==> src/ufsc_pkg.sv <==
// Package with register map, field layout and reset values of the FIFO shadow controls.
package ufsc_pkg;

  // Documented shadow registers, byte addresses on the register port.
  localparam logic [31:0] UFSC_SH_DMA_MODE_ADDR = 32'h5000_1094;
  localparam logic [31:0] UFSC_SH_FIFO_EN_ADDR = 32'h5000_1098;
  localparam logic [31:0] UFSC_SH_RX_TRIG_ADDR = 32'h5000_109c;

  // Full control word, character data and status.
  localparam logic [31:0] UFSC_FCW_ADDR = 32'h5000_10c0;
  localparam logic [31:0] UFSC_DATA_ADDR = 32'h5000_10c4;
  localparam logic [31:0] UFSC_STATUS_ADDR = 32'h5000_10c8;

  // Field positions inside the fifo_control_word.
  localparam int UFSC_FCW_EN_BIT = 0;
  localparam int UFSC_FCW_RX_RST_BIT = 1;
  localparam int UFSC_FCW_TX_RST_BIT = 2;
  localparam int UFSC_FCW_DMA_BIT = 3;
  localparam int UFSC_FCW_TRIG_LSB = 6;
  localparam int UFSC_FCW_TRIG_MSB = 7;

  // Field positions inside the shadow registers.
  localparam int UFSC_SH_BIT = 0;
  localparam int UFSC_SH_TRIG_LSB = 0;
  localparam int UFSC_SH_TRIG_MSB = 1;

  // Field positions inside the status register.
  localparam int UFSC_ST_RX_NEMPTY_BIT = 0;
  localparam int UFSC_ST_TX_FULL_BIT = 1;
  localparam int UFSC_ST_RX_HIT_BIT = 2;
  localparam int UFSC_ST_FIFO_EN_BIT = 3;
  localparam int UFSC_ST_RX_CNT_LSB = 8;
  localparam int UFSC_ST_TX_CNT_LSB = 16;

  // Receive trigger codes.
  localparam logic [1:0] UFSC_TRIG_ONE = 2'h0;
  localparam logic [1:0] UFSC_TRIG_QUARTER = 2'h1;
  localparam logic [1:0] UFSC_TRIG_HALF = 2'h2;
  localparam logic [1:0] UFSC_TRIG_TWO_SHORT = 2'h3;

  // Reset values.
  localparam logic UFSC_RST_DMA_MODE = 1'h0;
  localparam logic UFSC_RST_FIFO_EN = 1'h0;
  localparam logic [1:0] UFSC_RST_RX_TRIG = 2'h0;

  // Data path sizes.
  localparam int UFSC_CHAR_W = 8;
  localparam int UFSC_FIFO_DEPTH = 16;

endpackage

==> src/ufsc_fifo.sv <==
// Flip-flop FIFO with flush and a one-entry capacity mode.
module ufsc_fifo #(
  parameter int WIDTH = 8,
  parameter int DEPTH = 16
) (
  input wire logic sys_clk,
  input wire logic sys_rst,
  input wire logic flush,
  input wire logic cap_one,
  input wire logic in_valid,
  output logic in_ready,
  input wire logic [WIDTH-1:0] in_data,
  output logic out_valid,
  input wire logic out_ready,
  output logic [WIDTH-1:0] out_data,
  output logic [$clog2(DEPTH+1)-1:0] count
);
  localparam int AW = $clog2(DEPTH);
  localparam int CW = $clog2(DEPTH + 1);
  localparam logic [AW-1:0] LAST = AW'(DEPTH - 1);

  logic [WIDTH-1:0] mem_ff [DEPTH];
  logic [AW-1:0] wr_ptr_ff;
  logic [AW-1:0] rd_ptr_ff;
  logic [CW-1:0] count_ff;
  logic full_ff;
  logic [CW-1:0] nxt_count;
  logic [CW-1:0] cap;
  logic push;
  logic pop;

  assign push = in_valid & ~full_ff & ~flush;
  assign pop = (count_ff != '0) & out_ready & ~flush;
  assign cap = cap_one ? CW'(1) : CW'(DEPTH);
  assign in_ready = ~full_ff;
  assign out_valid = (count_ff != '0);
  assign out_data = mem_ff[rd_ptr_ff];
  assign count = count_ff;

  always_comb begin
    nxt_count = count_ff;
    if (flush) begin
      nxt_count = '0;
    end else if (push && !pop) begin
      nxt_count = count_ff + CW'(1);
    end else if (pop && !push) begin
      nxt_count = count_ff - CW'(1);
    end
  end

  always_ff @(posedge sys_clk or posedge sys_rst) begin
    if (sys_rst) begin
      count_ff <= '0;
      full_ff <= 1'b0;
    end else begin
      count_ff <= nxt_count;
      full_ff <= (nxt_count >= cap);
    end
  end

  always_ff @(posedge sys_clk or posedge sys_rst) begin
    if (sys_rst) begin
      wr_ptr_ff <= '0;
      rd_ptr_ff <= '0;
    end else if (flush) begin
      wr_ptr_ff <= '0;
      rd_ptr_ff <= '0;
    end else begin
      if (push) begin
        wr_ptr_ff <= (wr_ptr_ff == LAST) ? '0 : wr_ptr_ff + AW'(1);
      end
      if (pop) begin
        rd_ptr_ff <= (rd_ptr_ff == LAST) ? '0 : rd_ptr_ff + AW'(1);
      end
    end
  end

  // Storage is not cleared on flush; only the pointers matter.
  always_ff @(posedge sys_clk) begin
    if (push) begin
      mem_ff[wr_ptr_ff] <= in_data;
    end
  end

endmodule

==> src/ufsc_top.sv <==
// Serial port FIFO control word with its shadow registers, FIFOs and DMA requests.
//
// Overview of operation
// - Shadow DMA-mode bit 0 drives control word bit 3.
// - A shadow write changes only its own control word field.
// - DMA mode 0 or 1 selects the signalling scheme of both DMA requests.
// - Shadow FIFO-enable bit 0 drives control word bit 0, both FIFOs.
// - Clearing FIFO enable after it was set resets both FIFO controllers.
// - Shadow trigger bits 1:0 drive control word bits 7:6, receive interrupt level.
// - In DMA mode 1 the trigger level also raises the receive DMA request.
// - Trigger code 00 means one character, code 11 means two short of full.
module ufsc_top
  import ufsc_pkg::*;
#(
  parameter int CHAR_W = UFSC_CHAR_W,
  parameter int DEPTH = UFSC_FIFO_DEPTH
) (
  input wire logic sys_clk,
  input wire logic sys_rst,
  input wire logic [31:0] reg_addr,
  input wire logic [31:0] reg_wdata,
  input wire logic reg_wr,
  input wire logic reg_rd,
  output logic [31:0] reg_rdata,
  input wire logic [CHAR_W-1:0] rx_char,
  input wire logic rx_char_valid,
  output logic rx_char_ready,
  output logic [CHAR_W-1:0] tx_char,
  output logic tx_char_valid,
  input wire logic tx_char_ready,
  output logic dma_tx_req_n,
  output logic dma_rx_req_n,
  output logic rx_data_avail
);
  localparam int CW = $clog2(DEPTH + 1);

  // Control word fields.
  logic dma_mode_ff;
  logic fifo_en_ff;
  logic [1:0] rx_trig_ff;
  logic nxt_dma_mode;
  logic nxt_fifo_en;
  logic [1:0] nxt_rx_trig;

  // Register port decode.
  logic wr_sh_dma;
  logic wr_sh_en;
  logic wr_sh_trig;
  logic wr_fcw;
  logic wr_data;
  logic rd_data;

  // FIFO side signals.
  logic en_fall;
  logic rx_flush;
  logic tx_flush;
  logic rx_out_valid;
  logic [CHAR_W-1:0] rx_out_data;
  logic [CW-1:0] rx_count;
  logic rx_pop;
  logic tx_in_ready;
  logic tx_out_valid;
  logic [CHAR_W-1:0] tx_out_data;
  logic [CW-1:0] tx_count;
  logic tx_pop;
  logic [CW-1:0] rx_level;
  logic rx_hit;

  // Registered outputs.
  logic [31:0] rdata_ff;
  logic [CHAR_W-1:0] tx_char_ff;
  logic tx_char_valid_ff;
  logic dma_tx_req_n_ff;
  logic dma_rx_req_n_ff;
  logic rx_data_avail_ff;

  assign wr_sh_dma = reg_wr && (reg_addr == UFSC_SH_DMA_MODE_ADDR);
  assign wr_sh_en = reg_wr && (reg_addr == UFSC_SH_FIFO_EN_ADDR);
  assign wr_sh_trig = reg_wr && (reg_addr == UFSC_SH_RX_TRIG_ADDR);
  assign wr_fcw = reg_wr && (reg_addr == UFSC_FCW_ADDR);
  assign wr_data = reg_wr && (reg_addr == UFSC_DATA_ADDR);
  assign rd_data = reg_rd && (reg_addr == UFSC_DATA_ADDR);

  // Each shadow write touches one field; the full word write touches all of them.
  always_comb begin
    nxt_dma_mode = dma_mode_ff;
    nxt_fifo_en = fifo_en_ff;
    nxt_rx_trig = rx_trig_ff;
    if (wr_sh_dma) begin
      nxt_dma_mode = reg_wdata[UFSC_SH_BIT];
    end
    if (wr_sh_en) begin
      nxt_fifo_en = reg_wdata[UFSC_SH_BIT];
    end
    if (wr_sh_trig) begin
      nxt_rx_trig = reg_wdata[UFSC_SH_TRIG_MSB:UFSC_SH_TRIG_LSB];
    end
    if (wr_fcw) begin
      nxt_dma_mode = reg_wdata[UFSC_FCW_DMA_BIT];
      nxt_fifo_en = reg_wdata[UFSC_FCW_EN_BIT];
      nxt_rx_trig = reg_wdata[UFSC_FCW_TRIG_MSB:UFSC_FCW_TRIG_LSB];
    end
  end

  always_ff @(posedge sys_clk or posedge sys_rst) begin
    if (sys_rst) begin
      dma_mode_ff <= UFSC_RST_DMA_MODE;
      fifo_en_ff <= UFSC_RST_FIFO_EN;
      rx_trig_ff <= UFSC_RST_RX_TRIG;
    end else begin
      dma_mode_ff <= nxt_dma_mode;
      fifo_en_ff <= nxt_fifo_en;
      rx_trig_ff <= nxt_rx_trig;
    end
  end

  assign en_fall = fifo_en_ff & ~nxt_fifo_en;
  assign rx_flush = en_fall | (wr_fcw & reg_wdata[UFSC_FCW_RX_RST_BIT]);
  assign tx_flush = en_fall | (wr_fcw & reg_wdata[UFSC_FCW_TX_RST_BIT]);

  // A read of the data register pops only when a character is there.
  assign rx_pop = rd_data & rx_out_valid;

  // The holding stage takes a character whenever it is empty or being drained.
  assign tx_pop = tx_out_valid & (~tx_char_valid_ff | tx_char_ready);

  ufsc_fifo #(
    .WIDTH(CHAR_W),
    .DEPTH(DEPTH)
  ) u_receive_fifo (
    .sys_clk(sys_clk),
    .sys_rst(sys_rst),
    .flush(rx_flush),
    .cap_one(~fifo_en_ff),
    .in_valid(rx_char_valid),
    .in_ready(rx_char_ready),
    .in_data(rx_char),
    .out_valid(rx_out_valid),
    .out_ready(rx_pop),
    .out_data(rx_out_data),
    .count(rx_count)
  );

  ufsc_fifo #(
    .WIDTH(CHAR_W),
    .DEPTH(DEPTH)
  ) u_transmit_fifo (
    .sys_clk(sys_clk),
    .sys_rst(sys_rst),
    .flush(tx_flush),
    .cap_one(~fifo_en_ff),
    .in_valid(wr_data),
    .in_ready(tx_in_ready),
    .in_data(reg_wdata[CHAR_W-1:0]),
    .out_valid(tx_out_valid),
    .out_ready(tx_pop),
    .out_data(tx_out_data),
    .count(tx_count)
  );

  // Decode of the receive trigger code into a fill level.
  always_comb begin
    rx_level = CW'(1);
    if (fifo_en_ff) begin
      unique case (rx_trig_ff)
        UFSC_TRIG_ONE: rx_level = CW'(1);
        UFSC_TRIG_QUARTER: rx_level = CW'(DEPTH / 4);
        UFSC_TRIG_HALF: rx_level = CW'(DEPTH / 2);
        UFSC_TRIG_TWO_SHORT: rx_level = CW'(DEPTH - 2);
      endcase
    end
  end

  assign rx_hit = (rx_count >= rx_level);

  always_ff @(posedge sys_clk or posedge sys_rst) begin
    if (sys_rst) begin
      rx_data_avail_ff <= 1'b0;
    end else begin
      rx_data_avail_ff <= rx_hit;
    end
  end

  // Receive request: mode 0 follows any content, mode 1 waits for the trigger and
  // then holds until the FIFO runs dry, so a DMA burst is not cut short.
  always_ff @(posedge sys_clk or posedge sys_rst) begin
    if (sys_rst) begin
      dma_rx_req_n_ff <= 1'b1;
    end else if (!dma_mode_ff) begin
      dma_rx_req_n_ff <= (rx_count == '0);
    end else if (rx_hit) begin
      dma_rx_req_n_ff <= 1'b0;
    end else if (rx_count == '0) begin
      dma_rx_req_n_ff <= 1'b1;
    end
  end

  // Transmit request: mode 0 only when empty, mode 1 from empty until full.
  always_ff @(posedge sys_clk or posedge sys_rst) begin
    if (sys_rst) begin
      dma_tx_req_n_ff <= 1'b1;
    end else if (!dma_mode_ff) begin
      dma_tx_req_n_ff <= (tx_count != '0);
    end else if (tx_count == '0) begin
      dma_tx_req_n_ff <= 1'b0;
    end else if (!tx_in_ready) begin
      dma_tx_req_n_ff <= 1'b1;
    end
  end

  // Holding stage toward the serial transmitter; emptied by a transmit flush too.
  always_ff @(posedge sys_clk or posedge sys_rst) begin
    if (sys_rst) begin
      tx_char_valid_ff <= 1'b0;
      tx_char_ff <= '0;
    end else if (tx_flush) begin
      tx_char_valid_ff <= 1'b0;
    end else if (tx_pop) begin
      tx_char_valid_ff <= 1'b1;
      tx_char_ff <= tx_out_data;
    end else if (tx_char_ready) begin
      tx_char_valid_ff <= 1'b0;
    end
  end

  // Read data stand in the cycle after the read strobe only.
  always_ff @(posedge sys_clk or posedge sys_rst) begin
    if (sys_rst) begin
      rdata_ff <= '0;
    end else if (!reg_rd) begin
      rdata_ff <= '0;
    end else begin
      rdata_ff <= '0;
      unique case (reg_addr)
        UFSC_SH_DMA_MODE_ADDR: rdata_ff[UFSC_SH_BIT] <= dma_mode_ff;
        UFSC_SH_FIFO_EN_ADDR: rdata_ff[UFSC_SH_BIT] <= fifo_en_ff;
        UFSC_SH_RX_TRIG_ADDR: rdata_ff[UFSC_SH_TRIG_MSB:UFSC_SH_TRIG_LSB] <= rx_trig_ff;
        UFSC_FCW_ADDR: begin
          rdata_ff[UFSC_FCW_EN_BIT] <= fifo_en_ff;
          rdata_ff[UFSC_FCW_DMA_BIT] <= dma_mode_ff;
          rdata_ff[UFSC_FCW_TRIG_MSB:UFSC_FCW_TRIG_LSB] <= rx_trig_ff;
        end
        UFSC_DATA_ADDR: begin
          if (rx_out_valid) begin
            rdata_ff[CHAR_W-1:0] <= rx_out_data;
          end
        end
        UFSC_STATUS_ADDR: begin
          rdata_ff[UFSC_ST_RX_NEMPTY_BIT] <= rx_out_valid;
          rdata_ff[UFSC_ST_TX_FULL_BIT] <= ~tx_in_ready;
          rdata_ff[UFSC_ST_RX_HIT_BIT] <= rx_hit;
          rdata_ff[UFSC_ST_FIFO_EN_BIT] <= fifo_en_ff;
          rdata_ff[UFSC_ST_RX_CNT_LSB +: CW] <= rx_count;
          rdata_ff[UFSC_ST_TX_CNT_LSB +: CW] <= tx_count;
        end
        default: rdata_ff <= '0;
      endcase
    end
  end

  assign reg_rdata = rdata_ff;
  assign tx_char = tx_char_ff;
  assign tx_char_valid = tx_char_valid_ff;
  assign dma_tx_req_n = dma_tx_req_n_ff;
  assign dma_rx_req_n = dma_rx_req_n_ff;
  assign rx_data_avail = rx_data_avail_ff;

endmodule

==> config.mk <==
export PLATFORM = sky130hd
export DESIGN_NAME = ufsc_top
export DESIGN_NICKNAME = d
export VERILOG_FILES = /design/src/ufsc_pkg.sv /design/src/ufsc_fifo.sv /design/src/ufsc_top.sv
export SDC_FILE = /design/constraint.sdc
export NUM_CORES = 1
export LEC_CHECK = 0
export ABC_AREA = 1
export BUFFER_PORTS_ARGS = -buffer_cell sky130_fd_sc_hd__buf_2
export CAP_MARGIN = 5
export CORE_MARGIN = 3
export CORE_UTILIZATION = 45
export DETAILED_ROUTE_END_ITERATION = 16
export HOLD_SLACK_MARGIN = 0.1
export PLACE_DENSITY = 0.63
export SLEW_MARGIN = 20
export SYNTH_ARGS = -nofsm -noshare
export SYNTH_HDL_FRONTEND = slang
export SYNTH_HIERARCHICAL = 1
export SYNTH_SLANG_ARGS = --single-unit
==> constraint.sdc <==
create_clock -name sys_clk -period 5.5 [get_ports sys_clk]
set_clock_uncertainty 0.05 [all_clocks]
set_input_delay 0.825 -clock sys_clk [delete_from_list [all_inputs] [get_ports sys_clk]]
set_output_delay 0.825 -clock sys_clk [all_outputs]
set_load 0.02 [all_outputs]
==> results.toml <==
[outcome]
status = "completed"

[setup_path]
cp_max_fo = 11
cp.arrival_ns = 3.96
reg2reg_slack_ns = 2.44
crit_path_cell_trace = "buf_2, nor2_1, nand2_1, nor2_2, nand3_1, nor2_2, nand4_1, nand2_1, a21oi_2, nand3_1, nand2_2, o21ai_1, a21oi_2, inv_1, ha_1, nor2_1, nand4_1, nand2_1, nand2_1"
critPathMaxStageDelay_ns = 0.55
worst_path_max_delay_cell = "nand2_1"
endpoint_kind = "flop"
worst-r2r-cell-count = 14
worstPathRequired_ns = 5.86
worstSetupStartpointType = "input port"
critPathKind = "input port to flop"
path_common_cell = "nand2_1"
r2r_end = "u_transmit_fifo/full_ff"
r2r_start = "u_transmit_fifo/count[0]"

[sta]
rsz0062_at_grt = "false"
layout_min_cycle_time_ns = 3.60
finalHoldViolations = 0
period_share_pct = 65.4
drv_slew = 0
whs_ns = 0.350
timing.final.ws_setup_ns = 1.90
max_slew_margin_pct = 38.9
clock.fmax_ghz = 0.278
setup_viol = 0
setup_tns_ns = 0
worst_pin_slew_ns = 0.913

[layout]
n_antenna_cell = 0
final_cell_mix = "edfxtp_1, nand2_1, nor2_1, o21ai_0, inv_1"
area_growth_pct = 13.8
final_common_cell = "edfxtp_1"
layout-drive-gt1-share_pct = 16.3
fin_nets = 1454

[clock_tree]
numCtsBuffers = 35
clk_pin_slew_ns = 0.06
cts_buffer_depth = 3
post_cts_resized = 0
htreeDepth = 2
cts_setup_buffers = 0
cts_tree = "done"
clock_latency_ns = 0.53
root_buffer = "clkbuf_16"
cts_sinks = 318
cts_hold_buffers = 0

[detailed_routing]
wirelength_mm = 33.0
drc = 0
via_count = 9673
wl_per_cell_um = 18.6
firstDrtPassIters = 5
drtIter0Drc = 1006
vias_per_cell = 5.46
postRouteAntennaNets = 0

[global_route]
grt_pass1_vias = 9172
track_usage_pct = 19.7
overflow = 0
grt_antenna_before_repair = 0
grt_max_degree = 67
grt_pass1_wl_mm = 51.3

[place]
io_buffers = 84
post-place-ws_ns = 1.38
dp_hpwl_mm = 21.3
globalplace.congestion = 0.850

[pwr]
vdd_drop_max_mv = 0.289
power.density_mw_per_mm2 = 408
p_leak_nw = 6.25
power_mw = 6.49

[yosys]
avgSynthCellArea_um2 = 11.3
netlist_area_mm2 = 0.0140
netlist_instances = 1244
ys_types = 42
seq_area_frac_synth_pct = 66.0
yosys_warnings = 6
ys_ff_latch = 318

[die]
ios = 123
initial_core_util_pct = 46.5
die_y_um = 182
core-area_mm2 = 0.0301
die-area_mm2 = 0.0333
rows = 63
die_w_um = 182

[hold_path]
hold_path_class = "input port to async pin"

[run]
drv_cap = 0
[worst max path at each step]
| stage | endpoint | slack (ns) | start |
|---|---|---|---|
| after global placement | u_receive_fifo/full_ff | 1.42 | reg_addr[11] |
| after CTS | u_receive_fifo/full_ff | 1.91 | reg_addr[11] |
| after global routing | u_receive_fifo/full_ff | 1.59 | reg_addr[15] |
| after floorplan | u_transmit_fifo/mem_ff[15][0] | 2.30 | reg_addr[11] |
| final | u_transmit_fifo/full_ff | 1.90 | reg_addr[11] |
| after detailed placement | u_receive_fifo/full_ff | 1.38 | reg_addr[11] |
[critical path, delay by kind of cell]
family / cells / cell delay [ns]
compound gates: 3 / 0.30
fa+ha+maj: 1 / 0.21
buf+inv: 2 / 0.16
simple gates: 13 / 2.45
[cell usage after synthesis, drive strengths merged]
cell type	number	area, um^2
a21boi	2	18.8
a21oi	47	250
xor2	2	17.5
edfxtp	256	7690
nand3	79	470
a31oi	2	12.5
o21ai	117	586
ha	22	275
o31ai	3	22.5
nand4	35	219
o221ai	10	87.6
inv	109	409
dfstp	2	52.6
a211oi	2	15.0
clkbuf	7	26.3
o32ai	2	17.5
o22ai	23	144
a22oi	1	7.51
nand2	232	928
buf	47	325
a221oi	18	158
o21a	1	7.51
o221a	4	45.0
dfrtp	60	1500
nor4	1	6.26
nor2	132	551
nor3	24	120
nor3b	3	33.8
conb	1	3.75
[metal layers]
layer / vias up / wire (um) / track usage, %
met5: - / 0 / 0
met4: 0 / 748 / 5.24
met3: 63 / 2320 / 3.69
met2: 328 / 15000 / 30.4
met1: 4667 / 14900 / 28.8
li1: 4615 / - / -
[state kept, by name, summed over array words and instances, names as in the netlist, 2 cells and up]
name,count
reg_rdata,18
rx_trig_ff,2
tx_char,8
u_receive_fifo/count,5
u_receive_fifo/mem_ff,128
u_receive_fifo/rd_ptr_ff,4
u_receive_fifo/wr_ptr_ff,4
u_transmit_fifo/count,5
u_transmit_fifo/mem_ff,128
u_transmit_fifo/rd_ptr_ff,4
u_transmit_fifo/wr_ptr_ff,4
[area by class of cell]
type | instances | area [um^2]
fillers | 2610 | 14200
clock buffers | 45 | 933
flip-flops and latches | 318 | 9240
inverters | 109 | 409
clock inverters | 19 | 154
multi-input cells | 776 | 4050
repair buffers | 114 | 646
well taps | 390 | 488
[where the power goes]
group	switching [mW]	internal (mW)	leakage [nW]	total, mW
logic	0.997	0.426	2.68	1.42
registers	0.142	2.73	3.05	2.87
clock network	0.933	1.26	0.528	2.19
[per-stage QoR]
stage	util (%)	cell area, um^2	instances
6_report	52.9	15900	1771
5_1_grt	52.9	15900	1771
4_1_cts	52.9	15900	1771
3_5_place_dp	49.3	14800	1707
3_3_place_gp	49.3	14800	1707
2_1_floorplan	-	14000	1257
[cells by family after synthesis]
family / count (synthesis) / share of synthesized area (%)
compound gates: 232 / 9.80
buf+inv: 163 / 5.43
xor+xnor: 2 / 0.125
simple gates: 506 / 16.6
fa+ha+maj: 22 / 1.97
flops: 318 / 66.0
other cells: 1 / 0.0268
Note: power is estimated with default switching activity, not from simulation.
